**config.mk**
```make
export PLATFORM = sky130hd
export DESIGN_NAME = mie_core
export DESIGN_NICKNAME = d
export VERILOG_FILES = /design/src/mie_core.v
export VERILOG_INCLUDE_DIRS = /design/src
export SDC_FILE = /design/constraint.sdc
export NUM_CORES = 2
export LEC_CHECK = 0
export BUFFER_PORTS_ARGS = -buffer_cell sky130_fd_sc_hd__buf_4
export CORE_MARGIN = 1
export CORE_UTILIZATION = 55
export DETAILED_ROUTE_END_ITERATION = 8
export PLACE_DENSITY = 0.71
export SLEW_MARGIN = 20
export SYNTH_ARGS = -nofsm -noshare
export SYNTH_HDL_FRONTEND = slang
export SYNTH_SLANG_ARGS = --single-unit
```
**constraint.sdc**
```tcl
create_clock -name clk -period 30.9 [get_ports clk]
set_clock_uncertainty 0.1 [all_clocks]
set_input_delay 3.09 -clock clk [delete_from_list [all_inputs] [get_ports clk]]
set_output_delay 3.09 -clock clk [all_outputs]
set_load 0.01 [all_outputs]
```
**src/mie_map.vh**
```
// constants of the instruction execute unit
`ifndef MIE_MAP_VH
`define MIE_MAP_VH
// ----------------------------------------
// register offsets (byte addresses)
// ----------------------------------------
`define MIE_OFF_CMD      8'h00
`define MIE_OFF_OPND     8'h04
`define MIE_OFF_WORK     8'h08
`define MIE_OFF_STATUS   8'h0C
`define MIE_OFF_PC       8'h10
`define MIE_OFF_WDT      8'h14
`define MIE_OFF_MEMADDR  8'h18
`define MIE_OFF_MEMDATA  8'h1C
// ----------------------------------------
// command register fields
// ----------------------------------------
`define MIE_CMD_OP_LSB   0
`define MIE_CMD_OP_MSB   4
`define MIE_CMD_BIT_LSB  8
`define MIE_CMD_BIT_MSB  10
`define MIE_CMD_ADDR_LSB 16
`define MIE_CMD_ADDR_MSB 23
// ----------------------------------------
// status register bit positions
// ----------------------------------------
`define MIE_ST_C         0
`define MIE_ST_AC        1
`define MIE_ST_Z         2
`define MIE_ST_OV        3
`define MIE_ST_PDF       4
`define MIE_ST_TO        5
`define MIE_ST_BUSY      6
`define MIE_ST_HALTED    7
// ----------------------------------------
// opcodes
// ----------------------------------------
`define MIE_OP_NOP       5'h00
`define MIE_OP_ADC       5'h01
`define MIE_OP_ADD_CARRY_TO_MEMORY      5'h02
`define MIE_OP_ADD       5'h03
`define MIE_OP_ADDI      5'h04
`define MIE_OP_SUM_TO_MEMORY      5'h05
`define MIE_OP_AND       5'h06
`define MIE_OP_ANDI      5'h07
`define MIE_OP_MASK_TO_MEMORY      5'h08
`define MIE_OP_OR        5'h09
`define MIE_OP_ORI       5'h0A
`define MIE_OP_ORM       5'h0B
`define MIE_OP_CALL      5'h0C
`define MIE_OP_JMP       5'h0D
`define MIE_OP_CLRM      5'h0E
`define MIE_OP_CLRB      5'h0F
`define MIE_OP_CLRWDT    5'h10
`define MIE_OP_WDT1      5'h11
`define MIE_OP_WDT2      5'h12
`define MIE_OP_CPL       5'h13
`define MIE_OP_INVERT_TO_WORK_REG      5'h14
`define MIE_OP_DAA       5'h15
`define MIE_OP_DEC       5'h16
`define MIE_OP_DECREMENT_TO_WORK_REG      5'h17
`define MIE_OP_HALT      5'h18
`define MIE_OP_INC       5'h19
`define MIE_OP_INCREMENT_TO_WORK_REG      5'h1A
`define MIE_OP_MOVAM     5'h1B
`define MIE_OP_MOVAI     5'h1C
`define MIE_OP_MOVMA     5'h1D
`define MIE_OP_RET       5'h1E
// ----------------------------------------
// reset values and misc
// ----------------------------------------
`define MIE_RST_BYTE     8'h00
`define MIE_RST_PC       11'h000
`define MIE_PCL_ADDR     8'h02
`define MIE_BCD_LIM      4'h9
`define MIE_BCD_LO       8'h06
`define MIE_BCD_HI       8'h60
`endif

```
**src/mie_core.v**
```verilog
// instruction execute unit with wishbone register port
// How it works
// - add-with-carry sums work reg, memory byte, carry; sets OV Z AC C
// - plain add sums work reg with memory or immediate; sets four flags
// - AND with memory or immediate; only Z changes
// - OR with memory or immediate; only Z changes
// - call pushes pc plus one, loads target; two cycles, no flags
// - jump loads target with one dummy cycle; no flags
// - clear memory writes zero; flags unchanged
// - bit clear zeroes one selected bit only; flags unchanged
// - watchdog clear resets counter, clears sleep flag; clears expiry unless the watchdog expires in that same cycle
// - pre-clears act only when alternated; repeats do nothing
// - complement inverts memory byte; only Z; to memory or work reg
// - bcd adjust adds six per nibble over nine or flag; only C
// - decrement memory byte; only Z; to memory or work reg
// - increment memory byte; only Z; to memory or work reg
// - halt stops execution, clears watchdog, sets sleep, clears expiry
// - moves copy memory or immediate to work reg or back; no flags
// - no-operation changes nothing but the program counter
// - return pops stack into program counter; no flags
// - writing program counter low byte takes two cycles
//
// Chosen here: register access over Wishbone and the placing of the registers.
`include "mie_map.vh"
module mie_core #(
    parameter MEM_DEPTH   = 256,
    parameter STACK_DEPTH = 8,
    parameter WDT_WIDTH   = 16
) (
    input  wire        clk,
    input  wire        rstn,
    input  wire        wb_cyc_i,
    input  wire        wb_stb_i,
    input  wire        wb_we_i,
    input  wire [7:0]  wb_adr_i,
    input  wire [3:0]  wb_sel_i,
    input  wire [31:0] wb_dat_i,
    output reg  [31:0] wb_dat_o,
    output reg         wb_ack_o,
    input  wire        wake_i,
    output wire        sleep_o,
    output wire        watchdog_expiry_flag,
    output wire        sleep_entered_flag
);
    // ----------------------------------------
    // state
    // ----------------------------------------
    localparam ST_IDLE  = 2'd0;
    localparam ST_DUMMY = 2'd1;
    localparam ST_HALT  = 2'd2;

    reg [7:0]  mem_q [0:MEM_DEPTH-1];
    reg [10:0] stack_q [0:STACK_DEPTH-1];
    reg [2:0]  sp_q;
    reg [1:0]  st_q;
    reg [7:0]  main_work_register_q;
    reg [10:0] pc_q;
    reg        c_q;
    reg        ac_q;
    reg        z_q;
    reg        ov_q;
    reg        to_q;
    reg        pdf_q;
    reg [1:0]  last_pre_q;
    reg [WDT_WIDTH-1:0] watchdog_counter_q;
    reg [7:0]  presc_q;
    reg [7:0]  opnd_q;
    reg [7:0]  maddr_q;
    reg        wake_s1_q;
    reg        wake_s2_q;

    assign watchdog_expiry_flag = to_q;
    assign sleep_entered_flag   = pdf_q;
    assign sleep_o              = (st_q == ST_HALT);

    // ----------------------------------------
    // bus decode
    // ----------------------------------------
    wire        acc_w   = wb_cyc_i & wb_stb_i & ~wb_ack_o;
    wire        wr      = acc_w & wb_we_i;
    wire        cmd_go  = wr & (wb_adr_i == `MIE_OFF_CMD) & wb_sel_i[0] & (st_q == ST_IDLE);
    wire [4:0]  op      = wb_dat_i[`MIE_CMD_OP_MSB:`MIE_CMD_OP_LSB];
    wire [2:0]  bsel    = wb_dat_i[`MIE_CMD_BIT_MSB:`MIE_CMD_BIT_LSB];
    wire [7:0]  arg     = wb_dat_i[`MIE_CMD_ADDR_MSB:`MIE_CMD_ADDR_LSB];
    wire [7:0]  m       = mem_q[arg];
    wire [7:0]  a       = main_work_register_q;

    // ----------------------------------------
    // datapath
    // ----------------------------------------
    reg  [8:0]  sum;
    reg  [4:0]  hsum;
    reg  [7:0]  addend;
    reg         cin;
    reg  [7:0]  res;
    reg  [7:0]  daa_add;
    reg  [8:0]  daa_sum;
    always @*
    begin
        addend = m;
        cin    = 1'b0;
        if (op == `MIE_OP_ADDI)
            addend = opnd_q;
        if (op == `MIE_OP_ADC || op == `MIE_OP_ADD_CARRY_TO_MEMORY)
            cin = c_q;
        sum  = {1'b0, a} + {1'b0, addend} + {8'h00, cin};
        hsum = {1'b0, a[3:0]} + {1'b0, addend[3:0]} + {4'h0, cin};
        daa_add = 8'h00;
        if (a[3:0] > `MIE_BCD_LIM || ac_q)
            daa_add = daa_add | `MIE_BCD_LO;
        if (a[7:4] > `MIE_BCD_LIM || c_q)
            daa_add = daa_add | `MIE_BCD_HI;
        daa_sum = {1'b0, a} + {1'b0, daa_add};
        case (op)
            `MIE_OP_AND:  res = a & m;
            `MIE_OP_MASK_TO_MEMORY: res = a & m;
            `MIE_OP_ANDI: res = a & opnd_q;
            `MIE_OP_OR:   res = a | m;
            `MIE_OP_ORM:  res = a | m;
            `MIE_OP_ORI:  res = a | opnd_q;
            `MIE_OP_CPL:  res = ~m;
            `MIE_OP_INVERT_TO_WORK_REG: res = ~m;
            `MIE_OP_DEC:  res = m - 8'h01;
            `MIE_OP_DECREMENT_TO_WORK_REG: res = m - 8'h01;
            `MIE_OP_INC:  res = m + 8'h01;
            `MIE_OP_INCREMENT_TO_WORK_REG: res = m + 8'h01;
            `MIE_OP_CLRB: res = m & ~(8'h01 << bsel);
            `MIE_OP_DAA:  res = daa_sum[7:0];
            default:      res = sum[7:0];
        endcase
    end

    wire is_arith = (op == `MIE_OP_ADC) | (op == `MIE_OP_ADD_CARRY_TO_MEMORY) | (op == `MIE_OP_ADD)
                  | (op == `MIE_OP_ADDI) | (op == `MIE_OP_SUM_TO_MEMORY);
    wire is_zonly = (op == `MIE_OP_AND) | (op == `MIE_OP_ANDI) | (op == `MIE_OP_MASK_TO_MEMORY)
                  | (op == `MIE_OP_OR) | (op == `MIE_OP_ORI) | (op == `MIE_OP_ORM)
                  | (op == `MIE_OP_CPL) | (op == `MIE_OP_INVERT_TO_WORK_REG) | (op == `MIE_OP_DEC)
                  | (op == `MIE_OP_DECREMENT_TO_WORK_REG) | (op == `MIE_OP_INC) | (op == `MIE_OP_INCREMENT_TO_WORK_REG);
    wire to_acc   = (op == `MIE_OP_ADC) | (op == `MIE_OP_ADD) | (op == `MIE_OP_ADDI)
                  | (op == `MIE_OP_AND) | (op == `MIE_OP_ANDI) | (op == `MIE_OP_OR)
                  | (op == `MIE_OP_ORI) | (op == `MIE_OP_INVERT_TO_WORK_REG) | (op == `MIE_OP_DECREMENT_TO_WORK_REG)
                  | (op == `MIE_OP_INCREMENT_TO_WORK_REG);
    wire to_mem   = (op == `MIE_OP_ADD_CARRY_TO_MEMORY) | (op == `MIE_OP_SUM_TO_MEMORY) | (op == `MIE_OP_MASK_TO_MEMORY)
                  | (op == `MIE_OP_ORM) | (op == `MIE_OP_CPL) | (op == `MIE_OP_DEC)
                  | (op == `MIE_OP_INC) | (op == `MIE_OP_CLRB) | (op == `MIE_OP_DAA)
                  | (op == `MIE_OP_CLRM) | (op == `MIE_OP_MOVMA);
    wire [7:0] mem_wd = (op == `MIE_OP_CLRM)  ? `MIE_RST_BYTE :
                        (op == `MIE_OP_MOVMA) ? a : res;
    wire ov_new = (a[7] == addend[7]) & (sum[7] != a[7]);
    // a memory write to the program counter low byte costs a dummy cycle
    wire pcl_hit = to_mem & (arg == `MIE_PCL_ADDR);
    wire two_cyc = pcl_hit | (op == `MIE_OP_CALL) | (op == `MIE_OP_JMP)
                 | (op == `MIE_OP_RET);
    wire pre_ok  = (op == `MIE_OP_WDT1 && last_pre_q == 2'd2)
                 | (op == `MIE_OP_WDT2 && last_pre_q == 2'd1);
    wire wdt_clr = (op == `MIE_OP_CLRWDT) | pre_ok | (op == `MIE_OP_HALT);
    // expiry in the same cycle as a clear command other than halt keeps the flag set; halt clears it
    wire wdt_wrap = (st_q != ST_HALT) & (presc_q == 8'hFF) & (&watchdog_counter_q);

    // ----------------------------------------
    // execution
    // ----------------------------------------
    always @(posedge clk or negedge rstn)
    begin
        if (!rstn)
        begin
            st_q                 <= ST_IDLE;
            main_work_register_q <= `MIE_RST_BYTE;
            pc_q                 <= `MIE_RST_PC;
            sp_q                 <= 3'd0;
            c_q                  <= 1'b0;
            ac_q                 <= 1'b0;
            z_q                  <= 1'b0;
            ov_q                 <= 1'b0;
            to_q                 <= 1'b0;
            pdf_q                <= 1'b0;
            last_pre_q           <= 2'd0;
            watchdog_counter_q   <= {WDT_WIDTH{1'b0}};
            presc_q              <= 8'h00;
            opnd_q               <= 8'h00;
            maddr_q              <= 8'h00;
            wake_s1_q            <= 1'b0;
            wake_s2_q            <= 1'b0;
        end
        else
        begin
            wake_s1_q <= wake_i;
            wake_s2_q <= wake_s1_q;
            // watchdog counts while not halted
            if (st_q != ST_HALT)
            begin
                presc_q <= presc_q + 8'h01;
                if (presc_q == 8'hFF)
                begin
                    watchdog_counter_q <= watchdog_counter_q + 1'b1;
                    if (&watchdog_counter_q)
                        to_q <= 1'b1;
                end
            end
            if (wr && wb_adr_i == `MIE_OFF_OPND && wb_sel_i[0])
                opnd_q <= wb_dat_i[7:0];
            if (wr && wb_adr_i == `MIE_OFF_MEMADDR && wb_sel_i[0])
                maddr_q <= wb_dat_i[7:0];
            if (wr && wb_adr_i == `MIE_OFF_WORK && wb_sel_i[0] && st_q == ST_IDLE)
                main_work_register_q <= wb_dat_i[7:0];
            case (st_q)
                ST_IDLE:
                begin
                    if (cmd_go) // ops outside every decode list only advance the program counter
                    begin
                        pc_q <= pc_q + 11'd1;
                        if (two_cyc)
                            st_q <= ST_DUMMY;
                        if (to_acc)
                            main_work_register_q <= res;
                        if (op == `MIE_OP_MOVAM)
                            main_work_register_q <= m;
                        if (op == `MIE_OP_MOVAI)
                            main_work_register_q <= opnd_q;
                        if (is_arith)
                        begin
                            c_q  <= sum[8];
                            ac_q <= hsum[4];
                            ov_q <= ov_new;
                        end
                        if (is_arith | is_zonly)
                            z_q <= (res == 8'h00);
                        if (op == `MIE_OP_DAA)
                            c_q <= c_q | daa_sum[8];
                        if (op == `MIE_OP_CALL)
                        begin
                            stack_q[sp_q] <= pc_q + 11'd1;
                            sp_q <= sp_q + 3'd1;
                            pc_q <= {3'b000, arg};
                        end
                        if (op == `MIE_OP_JMP)
                            pc_q <= {3'b000, arg};
                        if (op == `MIE_OP_RET)
                        begin
                            pc_q <= stack_q[sp_q - 3'd1];
                            sp_q <= sp_q - 3'd1;
                        end
                        if (op == `MIE_OP_WDT1)
                            last_pre_q <= 2'd1;
                        if (op == `MIE_OP_WDT2)
                            last_pre_q <= 2'd2;
                        if (wdt_clr)
                        begin
                            watchdog_counter_q <= {WDT_WIDTH{1'b0}};
                            presc_q <= 8'h00;
                            to_q    <= wdt_wrap & (op != `MIE_OP_HALT);
                            pdf_q   <= (op == `MIE_OP_HALT);
                        end
                        if (op == `MIE_OP_WDT1 || op == `MIE_OP_WDT2)
                            if (pre_ok)
                                last_pre_q <= 2'd0;
                        if (op == `MIE_OP_HALT)
                            st_q <= ST_HALT;
                    end
                end
                ST_DUMMY: st_q <= ST_IDLE;
                ST_HALT:
                    if (wake_s2_q)
                        st_q <= ST_IDLE;
                default: st_q <= ST_IDLE;
            endcase
        end
    end

    // data memory has no reset; it keeps contents through halt
    always @(posedge clk)
    begin
        if (cmd_go && to_mem)
            mem_q[arg] <= mem_wd;
        else if (wr && wb_adr_i == `MIE_OFF_MEMDATA && wb_sel_i[0] && st_q == ST_IDLE)
            mem_q[maddr_q] <= wb_dat_i[7:0];
    end

    // ----------------------------------------
    // bus answer, one wait-free cycle
    // ----------------------------------------
    wire [7:0] status = {sleep_o, (st_q == ST_DUMMY), to_q, pdf_q, ov_q, z_q, ac_q, c_q};
    always @(posedge clk or negedge rstn)
    begin
        if (!rstn)
        begin
            wb_ack_o <= 1'b0;
            wb_dat_o <= 32'h00000000;
        end
        else
        begin
            wb_ack_o <= acc_w;
            if (acc_w && !wb_we_i)
                case (wb_adr_i)
                    `MIE_OFF_OPND:    wb_dat_o <= {24'h000000, opnd_q};
                    `MIE_OFF_WORK:    wb_dat_o <= {24'h000000, main_work_register_q};
                    `MIE_OFF_STATUS:  wb_dat_o <= {24'h000000, status};
                    `MIE_OFF_PC:      wb_dat_o <= {21'h000000, pc_q};
                    `MIE_OFF_WDT:     wb_dat_o <= {{(32-WDT_WIDTH){1'b0}}, watchdog_counter_q};
                    `MIE_OFF_MEMADDR: wb_dat_o <= {24'h000000, maddr_q};
                    `MIE_OFF_MEMDATA: wb_dat_o <= {24'h000000, mem_q[maddr_q]};
                    default:          wb_dat_o <= 32'h00000000;
                endcase
        end
    end
endmodule // mie_core

```
==> results.py <==
metrics = {
    "clocking": {
        "htree_levels": 4,
        "post_cts_buffers": 0,
        "cts-root-buf": "clkbuf_16",
        "clk_latency_ns": 0.91,
        "clock_sinks": 2227,
        "cts_tree": "done",
        "clk_pin_slew_ns": 0.06,
        "cts_buffer_depth": 3,
        "hold_buffers": 0,
        "cts_buffers": 225,
        "cts_resized": 0,
    },
    "layout": {
        "design_area_um2": 116000,
        "drive_gt1_frac": 0.318,
        "post-route-util": 0.610,
        "finalNetCount": 5660,
        "area_growth_pct": 9.70,
    },
    "grt": {
        "grt_first_pass_wirelength_um": 452000,
        "grt_overflow": 0,
        "grtUsageTotal": 0.334,
        "grt_pass1_vias": 60600,
        "grt_max_degree": 209,
        "antenna_found_initial": 23,
    },
    "placed_design": {
        "place.gp.congestion": 0.959,
        "post_dp_cell_area_um2": 109000,
        "io_buffers": 53,
        "hpwlAfterDp_um": 202000,
    },
    "yosys": {
        "synth_compound_area_frac": 0.0346,
        "synthDistinctLibCells": 80,
        "synth_xor_area_frac": 0.00388,
        "syn_avg_cell_area_um2": 18.9,
        "yosysSeqAreaShare": 0.626,
        "synthSimpleGateAreaFrac": 0.0352,
        "syn_area_um2": 106000,
        "ys_async_sr_fraction": 0.0409,
        "synthAdderAreaFrac": 0.00335,
        "synth_top_family_by_area": "multiplexers",
        "muxShareOfSynthArea": 0.276,
        "synth_edf_count": 2136,
        "synthCells": 5606,
        "yosysWarnings": 0,
        "ys.flop_type": "edfxtp_1",
        "yosys_register_bits": 2227,
    },
    "worst_setup_path": {
        "arrival_ns": 13.10,
        "worstPathRequired_ns": 31.32,
        "path_class": "input port to flip-flop",
        "critPathSlowestCell": "buf_4",
        "worstReg2RegStart": "mem_q[127][0]$_DFFE_PP_",
        "crit_top_cell": "buf_4",
        "path_max_fanout": 97,
        "cp_num_buf_inv": 9,
        "crit_family": "buffers and inverters",
        "slowest_delay_ns": 0.86,
        "reg2reg_depth": 21,
        "worst_setup_path_end_kind": "flip-flop",
        "timing.rr.end": "mem_q[117][5]$_DFFE_PP_",
        "worstSetupStartpointType": "input port",
        "rrSetupSlack_ns": 21.91,
    },
    "sta": {
        "max_freq_mhz": 78.9,
        "tightestPinTransition_ns": 1.33,
        "rsz0062_at_grt": "false",
        "finalSetupTns_ns": 0,
        "fin_crit_sh": 0.410,
        "fin_crit_ns": 12.68,
        "worst_hold_slack_ns": 0.258,
        "report.final.slew_viol_count": 0,
        "slew_headroom": 0.111,
        "setup_viol": 0,
        "hold_violations": 0,
    },
    "die": {
        "initial_core_util": 0.556,
        "core_region_area_um2": 191000,
        "die_area_um2": 195000,
        "io_pins": 86,
        "die_w_um": 441,
        "die_y_um": 441,
        "rows": 160,
    },
    "power_and_ir_drop": {
        "seq_power_share": 0.516,
        "irDropWorstVdd_mv": 0.0538,
        "powerDensity_nw_per_um2": 57.6,
        "power.switching_w": 0.00160,
        "p_leak_nw": 35.9,
        "p_sw_frac": 0.238,
        "p_comb_frac": 0.079,
        "p_total_w": 0.00671,
        "clock_power_share": 0.405,
        "intPower_w": 0.00511,
    },
    "route": {
        "firstDrtPassIters": 6,
        "wl_per_cell_um": 38.7,
        "first_iter_violations": 9255,
        "drc": 0,
        "ant_nets": 0,
        "wirelength_um": 321000,
        "vias": 61600,
        "viasPerCell": 7.41,
    },
    "min_path": {
        "min_path_cells": 0,
        "hold_start": "wake_s1_q$_DFF_PN0_",
        "min_path_type": "flip-flop to flip-flop",
        "worstHoldEndpoint": "wake_s2_q$_DFF_PN0_",
    },
    "run_status": {
        "status": "complete, no violations",
    },
    "job": {
        "cap_violations": 0,
    },
}
## synth_stat cells (20+ instances only)
library cell,count,area (µm²)
edfxtp_1,2136,64100
mux4_2,1187,26700
nor2_1,397,1490
clkbuf_1,268,1010
nand2_1,204,766
mux2i_1,191,1910
o21ai_0,124,621
a22oi_1,103,773
a21oi_1,99,495
dfrtp_1,91,2280
buf_1,71,267
mux2_2,55,619
nand3_1,50,250
buf_4,46,345
nor3_1,35,175
buf_2,34,170
buf_6,27,304
a221oi_1,26,228
inv_1,26,97.6
o22ai_1,25,156
nor2b_1,24,150
xor2_1,24,210
xnor2_1,23,201
ha_1,22,275
nand4_1,20,125
## worst reg2reg max path, stage by stage, from the launching register on
cell and delay, ns:
edfxtp_1 0.39, mux4_2 0.50, mux2_2 0.31, a221oi_1 0.90, a41oi_1 0.38, a211oi_1 1.05
o32ai_2 0.19, buf_4 0.23, nor2_1 0.09, nor2_1 0.06, fa_1 0.41, a21o_1 0.19
a21oi_1 0.22, o21ai_0 0.12, a21oi_1 0.22, xnor2_1 0.15, nand2_1 0.09, o311a_1 0.17
o21ai_1 0.19, a22o_4 0.66, buf_4 0.82, buf_4 1.13
## routing by layer
| metal | share of wire | track usage |
|---|---|---|
| met4 | 0.059 | 0.173 |
| met5 | 0.00030 | 0 |
| met3 | 0.14 | 0.106 |
| met1 | 0.35 | 0.450 |
| met2 | 0.45 | 0.491 |
## metrics by stage
step / std cells / worst slack, ns
2_1_floorplan: 5621 / 11.23
3_3_place_gp: 7867 / 17.47
3_5_place_dp: 7867 / 17.34
4_1_cts: 8289 / 18.25
5_1_grt: 8292 / 17.67
6_report: 8309 / 18.22
## sequential cells by signal, summed over array words and instances, names as in the netlist
register / flops
opnd_q: 8
wb_dat_o: 16
pc_q: 11
ov_q: 1
stack_q: 88
presc_q: 8
wb_ack_o: 1
watchdog_expiry_flag: 1
wake_s2_q: 1
sleep_entered_flag: 1
c_q: 1
sp_q: 3
st_q: 2
watchdog_counter_q: 16
ac_q: 1
z_q: 1
maddr_q: 8
mem_q: 2048
a: 8
last_pre_q: 2
wake_s1_q: 1
## cells by family after synthesis
kind of cell | count (synthesis)
AOI/OAI and AO/OA | 547
muxes | 1433
buffers and inverters | 482
DFF | 2227
other | 1
adders and majority gates | 26
xor gates and xnor gates | 47
and+or+nand+nor | 843
## worst max-delay path by stage
stage                             from                 endpoint  slack (ns)  depth (start not counted)
after floorplan           wb_dat_i[16]    mem_q[0][7]$_DFFE_PP_       11.23                         25
after global placement    wb_dat_i[16]  mem_q[116][5]$_DFFE_PP_       17.47                         26
after detailed placement  wb_dat_i[16]  mem_q[116][5]$_DFFE_PP_       17.34                         26
after CTS                 wb_dat_i[16]  mem_q[116][5]$_DFFE_PP_       18.25                         26
after global routing      wb_dat_i[16]  mem_q[116][5]$_DFFE_PP_       17.67                         26
final                     wb_dat_i[16]  mem_q[117][5]$_DFFE_PP_       18.22                         26
## power by group through the flow
stage          sequential (W)  combinational [W]  clock, W
2_1_floorplan         0.00363           0.000293         0
3_3_place_gp          0.00353           0.000496         0
3_5_place_dp          0.00353           0.000514         0
4_1_cts               0.00346           0.000514   0.00273
5_1_grt               0.00346           0.000545   0.00284
6_report              0.00346           0.000528   0.00272
## area by class of cell
type	count	area, µm²
Antenna cell	19	47.5
Clock buffer	267	5840
Clock inverter	155	1490
Fill cell	13300	74500
Inverter	29	114
Multi-Input combinational cell	2912	37800
Sequential cell	2227	66400
Tap cell	2511	3140
Timing Repair Buffer	189	1590
## placed cells by master (no fill, tap or decap), drive strengths merged, types with 20 or more instances in the layout
master | Yosys | routed
edfxtp | 2136 | 2136
mux4 | 1187 | 1187
nor2 | 397 | 397
clkbuf | 268 | 267
nand2 | 204 | 204
mux2i | 191 | 191
buf | 185 | 189
o21ai | 131 | 131
clkinv | 2 | 128
a22oi | 103 | 103
a21oi | 99 | 99
dfrtp | 91 | 91
mux2 | 55 | 55
nand3 | 50 | 50
nor3 | 35 | 35
inv | 27 | 32
a221oi | 26 | 26
o22ai | 25 | 25
xor2 | 24 | 24
nor2b | 24 | 24
xnor2 | 23 | 23
ha | 22 | 22
nand4 | 20 | 20
No activity file was read; power rests on OpenSTA's default activity.
